`config.mk`:
```
export PLATFORM = sky130hd
export DESIGN_NAME = aswp_slave_flat
export DESIGN_NICKNAME = d
export VERILOG_FILES = /design/src/hdl/aswp_pkg.sv /design/src/hdl/aswp_if.sv /design/src/hdl/aswp_addr_step.sv /design/src/hdl/aswp_slave.sv /design/src/flat_wrapper.sv
export SDC_FILE = /design/constraint.sdc
export NUM_CORES = 1
export LEC_CHECK = 0
export BUFFER_PORTS_ARGS = -buffer_cell sky130_fd_sc_hd__buf_4
export CAP_MARGIN = 20
export CORE_MARGIN = 3
export CORE_UTILIZATION = 50
export DETAILED_ROUTE_END_ITERATION = 16
export GPL_ROUTABILITY_DRIVEN = 0
export GPL_TIMING_DRIVEN = 0
export PLACE_DENSITY_LB_ADDON = 0.3
export RECOVER_POWER = 50
export SLEW_MARGIN = 5
export SYNTH_ARGS = -nofsm -noshare
export SYNTH_HDL_FRONTEND = slang
export SYNTH_SLANG_ARGS = --single-unit
```
`constraint.sdc`:
```
create_clock -name core_clk -period 3.65 [get_ports core_clk]
set_input_delay 0.365 -clock core_clk [delete_from_list [all_inputs] [get_ports core_clk]]
set_output_delay 0.365 -clock core_clk [all_outputs]
set_load 0.01 [all_outputs]
```
`src/hdl/aswp_pkg.sv`:
```
// Shared constants, encodings and state types of the AXI4 write path
package aswp_pkg;
	localparam int          ADDR_W      = 32;
	localparam int          LEN_W       = 8;
	localparam int          SIZE_W      = 3;
	localparam int          BURST_W     = 2;
	localparam int          RESP_W      = 2;
	localparam int          ID_W_MAX    = 16;
	localparam int          LANE_W      = 8;
	localparam logic [1:0]  BURST_FIXED = 2'h0;
	localparam logic [1:0]  BURST_INCR  = 2'h1;
	localparam logic [1:0]  BURST_WRAP  = 2'h2;
	localparam logic [1:0]  RESP_OKAY   = 2'h0;

	typedef enum {SLV_IDLE, SLV_DATA, SLV_RESP} aswp_slv_state_e;
	typedef enum {MST_IDLE, MST_ADDR, MST_LOAD, MST_SEND, MST_RESP} aswp_mst_state_e;

	// Size code that spans the whole data bus
	function automatic logic [SIZE_W-1:0] aswp_full_size(input int data_w);
		int bytes_log;
		bytes_log = $clog2(data_w / LANE_W);
		return bytes_log[SIZE_W-1:0];
	endfunction
endpackage

```
`src/hdl/aswp_if.sv`:
```
// Write address, write data and write response channels between master and slave
interface aswp_if #(
	parameter int DATA_W = 32,
	parameter int ID_W   = 4
) (
	input logic core_clk,
	input logic rst_n
);
	logic [ID_W-1:0]                  awid;
	logic [aswp_pkg::ADDR_W-1:0]      awaddr;
	logic [aswp_pkg::LEN_W-1:0]       awlen;
	logic [aswp_pkg::SIZE_W-1:0]      awsize;
	logic [aswp_pkg::BURST_W-1:0]     awburst;
	logic                             awvalid;
	logic                             awready;
	logic [DATA_W-1:0]                wdata;
	logic [DATA_W/8-1:0]              wstrb;
	logic                             wlast;
	logic                             wvalid;
	logic                             wready;
	logic [ID_W-1:0]                  bid;
	logic [aswp_pkg::RESP_W-1:0]      bresp;
	logic                             bvalid;
	logic                             bready;

	modport slave (
		input  core_clk, rst_n, awid, awaddr, awlen, awsize, awburst, awvalid,
		input  wdata, wstrb, wlast, wvalid, bready,
		output awready, wready, bid, bresp, bvalid
	);
	modport master (
		input  core_clk, rst_n, awready, wready, bid, bresp, bvalid,
		output awid, awaddr, awlen, awsize, awburst, awvalid,
		output wdata, wstrb, wlast, wvalid, bready
	);
endinterface

```
`src/hdl/aswp_addr_step.sv`:
```
// Next beat address of a burst from the current address and burst controls
module aswp_addr_step (
	input  wire logic [aswp_pkg::ADDR_W-1:0]  addr,
	input  wire logic [aswp_pkg::SIZE_W-1:0]  size,
	input  wire logic [aswp_pkg::LEN_W-1:0]   len,
	input  wire logic [aswp_pkg::BURST_W-1:0] burst,
	output logic      [aswp_pkg::ADDR_W-1:0]  next_addr
);
	logic [aswp_pkg::ADDR_W-1:0] step;
	logic [aswp_pkg::ADDR_W-1:0] incr;
	logic [aswp_pkg::ADDR_W-1:0] wrap_mask;

	always_comb begin
		step      = 32'h1 << size;
		// Unaligned starts snap to the size boundary after the first beat
		incr      = (addr & ~(step - 32'h1)) + step;
		wrap_mask = (({24'h0, len} + 32'h1) << size) - 32'h1;
		unique case (burst)
			aswp_pkg::BURST_INCR: next_addr = incr;
			aswp_pkg::BURST_WRAP: next_addr = (addr & ~wrap_mask) | (incr & wrap_mask);
			// Fixed and reserved codes keep the address
			default:              next_addr = addr;
		endcase
	end
endmodule

```
`src/hdl/aswp_slave.sv`:
```
// Memory-side end: AXI4 write slave driving a byte-enabled memory write port
module aswp_slave #(
	parameter int DATA_W  = 32,
	parameter int ID_W    = 4,
	parameter bit MEM_CFG = 1'b1,
	parameter bit ID_EN   = 1'b1
) (
	aswp_if.slave                            bus,
	output logic                             mem_wr_en,
	output logic [DATA_W/8-1:0]              mem_wr_be,
	output logic [aswp_pkg::ADDR_W-1:0]      mem_wr_addr,
	output logic [DATA_W-1:0]                mem_wr_data,
	output logic                             busy
);
	localparam int STRB_W = DATA_W / 8;
	// Widths outside 32..256 (memory) or 8..256 (peripheral) are not supported
	localparam logic [aswp_pkg::SIZE_W-1:0] FULL_SIZE = aswp_pkg::aswp_full_size(DATA_W);
	localparam bit TAGGED = MEM_CFG && ID_EN;

	aswp_pkg::aswp_slv_state_e         state_reg, state_next;
	logic                              awready_reg, awready_next;
	logic                              wready_reg, wready_next;
	logic                              bvalid_reg, bvalid_next;
	logic [ID_W-1:0]                   bid_reg, bid_next;
	logic [aswp_pkg::ADDR_W-1:0]       addr_reg, addr_next;
	logic [aswp_pkg::SIZE_W-1:0]       size_reg, size_next;
	logic [aswp_pkg::LEN_W-1:0]        len_reg, len_next;
	logic [aswp_pkg::BURST_W-1:0]      burst_reg, burst_next;
	logic [aswp_pkg::LEN_W-1:0]        beats_reg, beats_next;
	logic                              mem_wr_en_reg, mem_wr_en_next;
	logic [STRB_W-1:0]                 mem_wr_be_reg, mem_wr_be_next;
	logic [aswp_pkg::ADDR_W-1:0]       mem_wr_addr_reg, mem_wr_addr_next;
	logic [DATA_W-1:0]                 mem_wr_data_reg, mem_wr_data_next;
	logic                              busy_reg, busy_next;
	logic [aswp_pkg::ADDR_W-1:0]       step_addr;
	logic [DATA_W-1:0]                 lane_data;
	logic [ID_W-1:0]                   id_in;
	logic [aswp_pkg::SIZE_W-1:0]       size_in;
	logic [aswp_pkg::BURST_W-1:0]      burst_in;

	// Peripheral build ignores tag, size and burst type wires entirely
	assign id_in    = TAGGED ? bus.awid : '0;
	assign size_in  = MEM_CFG ? bus.awsize : FULL_SIZE;
	assign burst_in = MEM_CFG ? bus.awburst : aswp_pkg::BURST_INCR;

	aswp_addr_step aswp_addr_step_inst (
		.addr      (addr_reg),
		.size      (size_reg),
		.len       (len_reg),
		.burst     (burst_reg),
		.next_addr (step_addr)
	);

	// Unstrobed lanes carry zero so a careless memory cannot pick up stale bytes
	for (genvar n = 0; n < STRB_W; n++) begin : g_lane
		assign lane_data[n*aswp_pkg::LANE_W +: aswp_pkg::LANE_W] =
			bus.wstrb[n] ? bus.wdata[n*aswp_pkg::LANE_W +: aswp_pkg::LANE_W] : 8'h00;
	end

	always_comb begin
		state_next       = state_reg;
		awready_next     = awready_reg;
		wready_next      = wready_reg;
		bvalid_next      = bvalid_reg;
		bid_next         = bid_reg;
		addr_next        = addr_reg;
		size_next        = size_reg;
		len_next         = len_reg;
		burst_next       = burst_reg;
		beats_next       = beats_reg;
		mem_wr_en_next   = 1'b0;
		mem_wr_be_next   = mem_wr_be_reg;
		mem_wr_addr_next = mem_wr_addr_reg;
		mem_wr_data_next = mem_wr_data_reg;
		busy_next        = busy_reg;
		unique case (state_reg)
			aswp_pkg::SLV_IDLE: begin
				if (bus.awvalid && awready_reg) begin
					addr_next    = bus.awaddr;
					len_next     = bus.awlen;
					beats_next   = bus.awlen;
					size_next    = size_in;
					burst_next   = burst_in;
					bid_next     = id_in;
					awready_next = 1'b0;
					wready_next  = 1'b1;
					busy_next    = 1'b1;
					state_next   = aswp_pkg::SLV_DATA;
				end
			end
			aswp_pkg::SLV_DATA: begin
				if (bus.wvalid && wready_reg) begin
					mem_wr_en_next   = 1'b1;
					mem_wr_be_next   = bus.wstrb;
					mem_wr_addr_next = addr_reg;
					mem_wr_data_next = lane_data;
					addr_next        = step_addr;
					beats_next       = beats_reg - 8'h01;
					// Beat count, not the last marker, closes the burst
					if (beats_reg == 8'h00) begin
						wready_next = 1'b0;
						bvalid_next = 1'b1;
						state_next  = aswp_pkg::SLV_RESP;
					end
				end
			end
			aswp_pkg::SLV_RESP: begin
				if (bus.bready) begin
					bvalid_next  = 1'b0;
					awready_next = 1'b1;
					busy_next    = 1'b0;
					state_next   = aswp_pkg::SLV_IDLE;
				end
			end
		endcase
	end

	always_ff @(posedge bus.core_clk or negedge bus.rst_n) begin
		if (!bus.rst_n) begin
			state_reg       <= aswp_pkg::SLV_IDLE;
			awready_reg     <= 1'b1;
			wready_reg      <= 1'b0;
			bvalid_reg      <= 1'b0;
			bid_reg         <= '0;
			addr_reg        <= '0;
			size_reg        <= '0;
			len_reg         <= '0;
			burst_reg       <= aswp_pkg::BURST_INCR;
			beats_reg       <= '0;
			mem_wr_en_reg   <= 1'b0;
			mem_wr_be_reg   <= '0;
			mem_wr_addr_reg <= '0;
			mem_wr_data_reg <= '0;
			busy_reg        <= 1'b0;
		end else begin
			state_reg       <= state_next;
			awready_reg     <= awready_next;
			wready_reg      <= wready_next;
			bvalid_reg      <= bvalid_next;
			bid_reg         <= bid_next;
			addr_reg        <= addr_next;
			size_reg        <= size_next;
			len_reg         <= len_next;
			burst_reg       <= burst_next;
			beats_reg       <= beats_next;
			mem_wr_en_reg   <= mem_wr_en_next;
			mem_wr_be_reg   <= mem_wr_be_next;
			mem_wr_addr_reg <= mem_wr_addr_next;
			mem_wr_data_reg <= mem_wr_data_next;
			busy_reg        <= busy_next;
		end
	end

	assign bus.awready  = awready_reg;
	assign bus.wready   = wready_reg;
	assign bus.bvalid   = bvalid_reg;
	assign bus.bid      = bid_reg;
	// Never an error status; untagged builds return a zero tag on bid
	assign bus.bresp    = aswp_pkg::RESP_OKAY;
	assign mem_wr_en    = mem_wr_en_reg;
	assign mem_wr_be    = mem_wr_be_reg;
	assign mem_wr_addr  = mem_wr_addr_reg;
	assign mem_wr_data  = mem_wr_data_reg;
	assign busy         = busy_reg;
endmodule

```
`src/flat_wrapper.sv`:
```
// flat-port wrapper written by rule: the top's interface ports become plain ports
module aswp_slave_flat 
#(
	parameter int DATA_W  = 32,
	parameter int ID_W    = 4,
	parameter bit MEM_CFG = 1'b1,
	parameter bit ID_EN   = 1'b1
)
  (mem_wr_en, mem_wr_be, mem_wr_addr, mem_wr_data, busy, core_clk, rst_n, bus_awid, bus_awaddr, bus_awlen, bus_awsize, bus_awburst, bus_awvalid, bus_wdata, bus_wstrb, bus_wlast, bus_wvalid, bus_bready, bus_awready, bus_wready, bus_bid, bus_bresp, bus_bvalid);
  aswp_if #(.DATA_W(DATA_W), .ID_W(ID_W)) bus_i (.core_clk(core_clk), .rst_n(rst_n));
  output logic mem_wr_en;
  output logic [DATA_W/8-1:0] mem_wr_be;
  output logic [aswp_pkg::ADDR_W-1:0] mem_wr_addr;
  output logic [DATA_W-1:0] mem_wr_data;
  output logic busy;
  input wire logic core_clk;
  input wire logic rst_n;
  input wire logic [$bits(bus_i.awid)-1:0] bus_awid;
  input wire logic [$bits(bus_i.awaddr)-1:0] bus_awaddr;
  input wire logic [$bits(bus_i.awlen)-1:0] bus_awlen;
  input wire logic [$bits(bus_i.awsize)-1:0] bus_awsize;
  input wire logic [$bits(bus_i.awburst)-1:0] bus_awburst;
  input wire logic [$bits(bus_i.awvalid)-1:0] bus_awvalid;
  input wire logic [$bits(bus_i.wdata)-1:0] bus_wdata;
  input wire logic [$bits(bus_i.wstrb)-1:0] bus_wstrb;
  input wire logic [$bits(bus_i.wlast)-1:0] bus_wlast;
  input wire logic [$bits(bus_i.wvalid)-1:0] bus_wvalid;
  input wire logic [$bits(bus_i.bready)-1:0] bus_bready;
  output wire logic [$bits(bus_i.awready)-1:0] bus_awready;
  output wire logic [$bits(bus_i.wready)-1:0] bus_wready;
  output wire logic [$bits(bus_i.bid)-1:0] bus_bid;
  output wire logic [$bits(bus_i.bresp)-1:0] bus_bresp;
  output wire logic [$bits(bus_i.bvalid)-1:0] bus_bvalid;
  assign bus_i.awid = bus_awid;
  assign bus_i.awaddr = bus_awaddr;
  assign bus_i.awlen = bus_awlen;
  assign bus_i.awsize = bus_awsize;
  assign bus_i.awburst = bus_awburst;
  assign bus_i.awvalid = bus_awvalid;
  assign bus_i.wdata = bus_wdata;
  assign bus_i.wstrb = bus_wstrb;
  assign bus_i.wlast = bus_wlast;
  assign bus_i.wvalid = bus_wvalid;
  assign bus_i.bready = bus_bready;
  assign bus_awready = bus_i.awready;
  assign bus_wready = bus_i.wready;
  assign bus_bid = bus_i.bid;
  assign bus_bresp = bus_i.bresp;
  assign bus_bvalid = bus_i.bvalid;
  aswp_slave #(.DATA_W(DATA_W), .ID_W(ID_W), .MEM_CFG(MEM_CFG), .ID_EN(ID_EN)) u_core (.bus(bus_i), .mem_wr_en(mem_wr_en), .mem_wr_be(mem_wr_be), .mem_wr_addr(mem_wr_addr), .mem_wr_data(mem_wr_data), .busy(busy));
endmodule
```
Word level (Yosys, flattened, before mapping) --
Index checks and enable logic that the tools add are counted.
Word-level totals: register bits 162, input port bits 91, logic and storage cells 82
Operators by class: $add $sub $neg 5, equality and inequality tests 9, shifts and indexed selects 2, muxes and demuxes 30, bitwise logic cells 6, reduce and logical (&&, ||, !) cells 15
Operator list (number):
- two-way mux 32 bit | 6
- one-hot mux 32 bit (2 select lines) | 2
- AND 32 bit | 3
- one-hot mux 32 bit (3 select lines) | 1
- NOT 32 bit | 2
- subtractor 32 x 1 -> 32 bit (second input constant) | 2
- two-way mux 8 bit | 6
- adder 32 bit | 1
- equality test 32 x 1 -> 1 bit (second input constant) | 1
- equality test 32 x 2 -> 1 bit (second input constant) | 1
- logical NOT 32 bit | 1
- OR 32 bit | 1
- left shift 1 x 3 -> 32 bit (first input constant) | 1
- left shift 9 x 3 -> 32 bit | 1
- one-hot mux 8 bit (2 select lines) | 1
- AND reduction 4 bit | 4
- two-way mux 1 bit | 10
- adder 8 x 1 -> 9 bit (second input constant) | 1
- logical NOT 8 bit | 1
- one-hot mux 1 bit (2 select lines) | 4
- subtractor 8 x 1 -> 8 bit (second input constant) | 1
- != test 2 x 1 -> 1 bit (second input constant) | 3
- AND reduction 3 bit | 2
- nonzero test 2 bit | 3
- other kinds (6) | 8

Longest topological paths before layout --
word-level depth 10, depth in mapped cells 17

Hierarchy --
A second synthesis with hierarchy kept.
Unflattened totals: cell total of the unflattened synthesis 1068, area, all modules 8724.6 µm²
By module, submodules not included:
- aswp_slave | instances 1, cells each 572, area each 5657.9 µm²
- aswp_addr_step | instances 1, cells each 496, area each 3066.7 µm²

Worst setup path before layout --
OpenSTA, ideal clock, no wires.
kind reg2reg, from register u_core.size_reg[2] (netlist name), to register with a tool-made name, setup time 137 ps, arrival time 3558 ps, setup slack -45 ps, stages on the path, launching flop included 16, path buffers 3, clock period less this slack 3695 ps, cells stage by stage dfrtp_1 > buf_2 > clkbuf_1 > clkbuf_1 > nand2_1 > nor2_1 > inv_1 > ha_1 > and2_1 > ha_1 > o21ai_0 > o31ai_1 > o21ai_1 > or3_4 > o311ai_0 > a31oi_1
RTL lines:
- start: declaration | RTL line aswp_slave.sv:26 | logic [aswp_pkg::SIZE_W-1:0] size_reg, size_next;
- start signal: assignment | RTL line aswp_slave.sv:142 | size_reg <= size_next;

==> flow_summary.yaml <==
min_path:
  worst_hold_path_type: "in2reg"
sta:
  fin_skew_ps: 11.4
  final_hold_viol_count: 0
  max_slew_margin: -0.0494
  fin_crit_ps: 3560
  worst_pin_slew_ps: 1570
  max_freq_ghz: 0.281
  period_share: 0.976
  finalSetupTns_ps: 0
  setup_viol: 0
  report.final.slew_viol_count: 67
routing:
  wl_um: 25600
  drc_errors: 0
  viasPerCell: 5.89
  drtPass1Iterations: 6
  first_iter_violations: 756
  num_vias: 8186
  wl_per_cell_um: 18.4
  ant_nets: 0
clock_tree:
  clk_pin_slew_ps: 70
  cts_htree_levels: 4
  numCtsBuffers: 17
  cts_root_buffer: "clkbuf_16"
  clkSinkCount: 132
  clock_path_buffers: 2
  tritoncts: "done"
  clock_latency_ps: 430
synth:
  ys_types: 92
  synth_fa_ha_area_frac: 0.0213
  syn_area_um2: 8220
  yosysTopAreaCellShare: 0.396
  yosysTopAreaCell: "dfrtp_1"
  synth_edf_count: 0
  synthMuxAreaShare: 0.0428
  synth_ff_type: "dfrtp_1"
  synth_common_cells: "229 x nand2_1, 130 x dfrtp_1, 76 x o21ai_0, 54 x a21oi_1, 53 x nor2_1"
  synth_seq_area_share: 0.402
  synthSimpleGateAreaFrac: 0.240
  synth_area_leaders: "dfrtp_1 40%, nand2_1 10%, o21ai_0 4.6%"
  synth-compound-area-share: 0.215
  synth_top_family_by_area: "simple AND/OR/NAND/NOR gates"
  ys_ff_latch: 132
  syn_inst: 969
  synth.most_common_cell: "nand2_1"
  synthArstFlopShare: 1.00
  synth.avg_cell_area_um2: 8.48
  yosys_warnings: 0
  synth_xor_area_frac: 0.0286
critical_path:
  worst_ep_arrival_time_ps: 3870
  endpoint_kind: "flip-flop"
  slowest_stage: "or4_1"
  path_cells: "buf_6, buf_8, buf_8, nand2_4, nor2_4, inv_1, ha_1, and2_1, ha_4, o21ai_1, o31ai_2, buf_4, o211ai_1, buf_4, or4_1, a31oi_1, a21oi_1"
  critical_path_class: "reg2reg"
  worstPathMaxFanout: 19
  required_ps: 3960
  startpoint_type: "flip-flop"
  max_stage_delay_ps: 400
flow_run:
  maxCapViolations: 1
layout:
  fillers: 1431
  final_cell_count_no_fill: 1390
  area.growth.synth_to_final_pct: 24.0
  finalNetCount: 1266
  antennaDiodeCount: 0
  postLayoutCoreUtil: 0.637
  layout-drive-gt1-share: 0.194
  fin_area_um2: 10200
die:
  start_util: 0.514
  num_rows: 46
  core_um2: 16000
  io-pin-count: 170
  die_y_um: 134
  die_area_um2: 18000
  dieWidth_um: 134
global_route:
  grt_max_degree: 68
  antenna_found_initial: 0
  grt_first_pass_wirelength_um: 40100
  grt_pass1_vias: 7824
  grt_overflow: 0
  grt_use_total: 0.278
power_and_ir_drop:
  powerDensity_nw_per_um2: 318
  peakVddDrop_mv: 0.317
  leakagePower_nw: 4.44
  power_w: 0.00324
status:
  violations: "max-capacitance violations, max-slew violations"
  outcome: "complete, but fails checks"
place:
  dpl.cell_count: 1349
  post-dp-hpwl_um: 18800
  dpl_cell_area_um2: 9740
  port-buffer-count: 162
[layout by cell type (no fill, tap or decap), types with 6 or more instances in the layout]
cell          n
a21oi_1      52
o21ai_0      75
xnor2_1      17
o211ai_1      8
ha_1         13
nor2_1       50
a211oi_1      7
nand4_1       7
nand3_1      22
nor3_1       21
o21a_1        7
nor4_1        7
clkbuf_16    17
nand2b_1      6
o31ai_1       6
nor2b_1       7
clkbuf_1    105
xor2_1        8
inv_1        26
buf_1         7
or3_1         7
and2_1       11
o22ai_1      11
nand2_1     228
dfrtp_1     129
clkinvlp_4    6
a31oi_1      20
mux2_2       25
buf_4       100
mux2i_1       7
[final cells by class]
| cell class | instances | area (um2) | share of cell area |
|---|---|---|---|
| multi-input combinational | 749 | 4600 | 0.452 |
| sequential | 132 | 3310 | 0.324 |
| timing repair buffer | 174 | 1020 | 0.101 |
| clock buffer | 17 | 425 | 0.0417 |
| buffer | 57 | 309 | 0.0303 |
| tap | 216 | 270 | 0.0265 |
| clock inverter | 15 | 135 | 0.0133 |
| inverter | 30 | 118 | 0.0115 |
[cell families (layout without fill, tap and decap cells)]
logic type | count (synthesis) | after routing
fa+ha+maj | 14 | 14
xor+xnor | 26 | 26
mux | 32 | 32
simple gates | 418 | 418
flops | 132 | 132
other cells | 1 | 2
compound gates | 257 | 257
buf+inv | 89 | 293
[report_power, final]
group | switching (W) | total [W] | internal (W)
registers | 0.00000132 | 0.00147 | 0.00146
logic | 0.0000620 | 0.000129 | 0.0000665
clock network | 0.000749 | 0.00165 | 0.000896
[what timing repair did]
item	in CTS	in global routing
hold endpoints to repair	65	0
resized for setup	18	16
buffers inserted	5	5
pin swaps	4	6
hold buffers	1	0
setup endpoints to repair	24	23
[layer usage]
layer  up-vias  track usage  part of all wire
li1       3829            -                 -
met3        79       0.0563             0.087
met2       445        0.443              0.46
met4         0        0.131             0.040
met1      3833        0.366              0.42
met5         -            0                 0
[path summary, 6_finish.rpt]
kind,start,end,slack (ps),depth (start not counted)
min in group asynchronous,rst_n,u_core.mem_wr_data[29],870,2
max in group asynchronous,rst_n,u_core.size_reg[0],890,3
worst min-delay path,bus_awaddr[29],flip-flop,160,3
worst min register to register,u_core.mem_wr_addr[6],u_core.mem_wr_addr[6],470,2
worst max register to register,u_core.size_reg[1],flip-flop,90,17
worst max-delay path,u_core.size_reg[1],flip-flop,90,17
[through the flow]
step / hold WS [ps] / setup WS (ps)
final: 158 / 88.4
after global routing: 161 / -6.89
after CTS: 153 / 4.31
after detailed placement: 388 / -790
after global placement: 459 / -741
after floorplan: 69.4 / 54.4
[worst max-delay path, delay by kind of cell, from the launching register on]
| family | cells | cell delay (ps) |
|---|---|---|
| AND/OR/NAND/NOR | 4 | 800 |
| adder cells (fa/ha/maj) | 2 | 560 |
| flip-flops | 1 | 340 |
| buffers and inverters | 6 | 900 |
| AO/OA/AOI/OAI | 5 | 830 |
(Power assumes the default switching activity.)
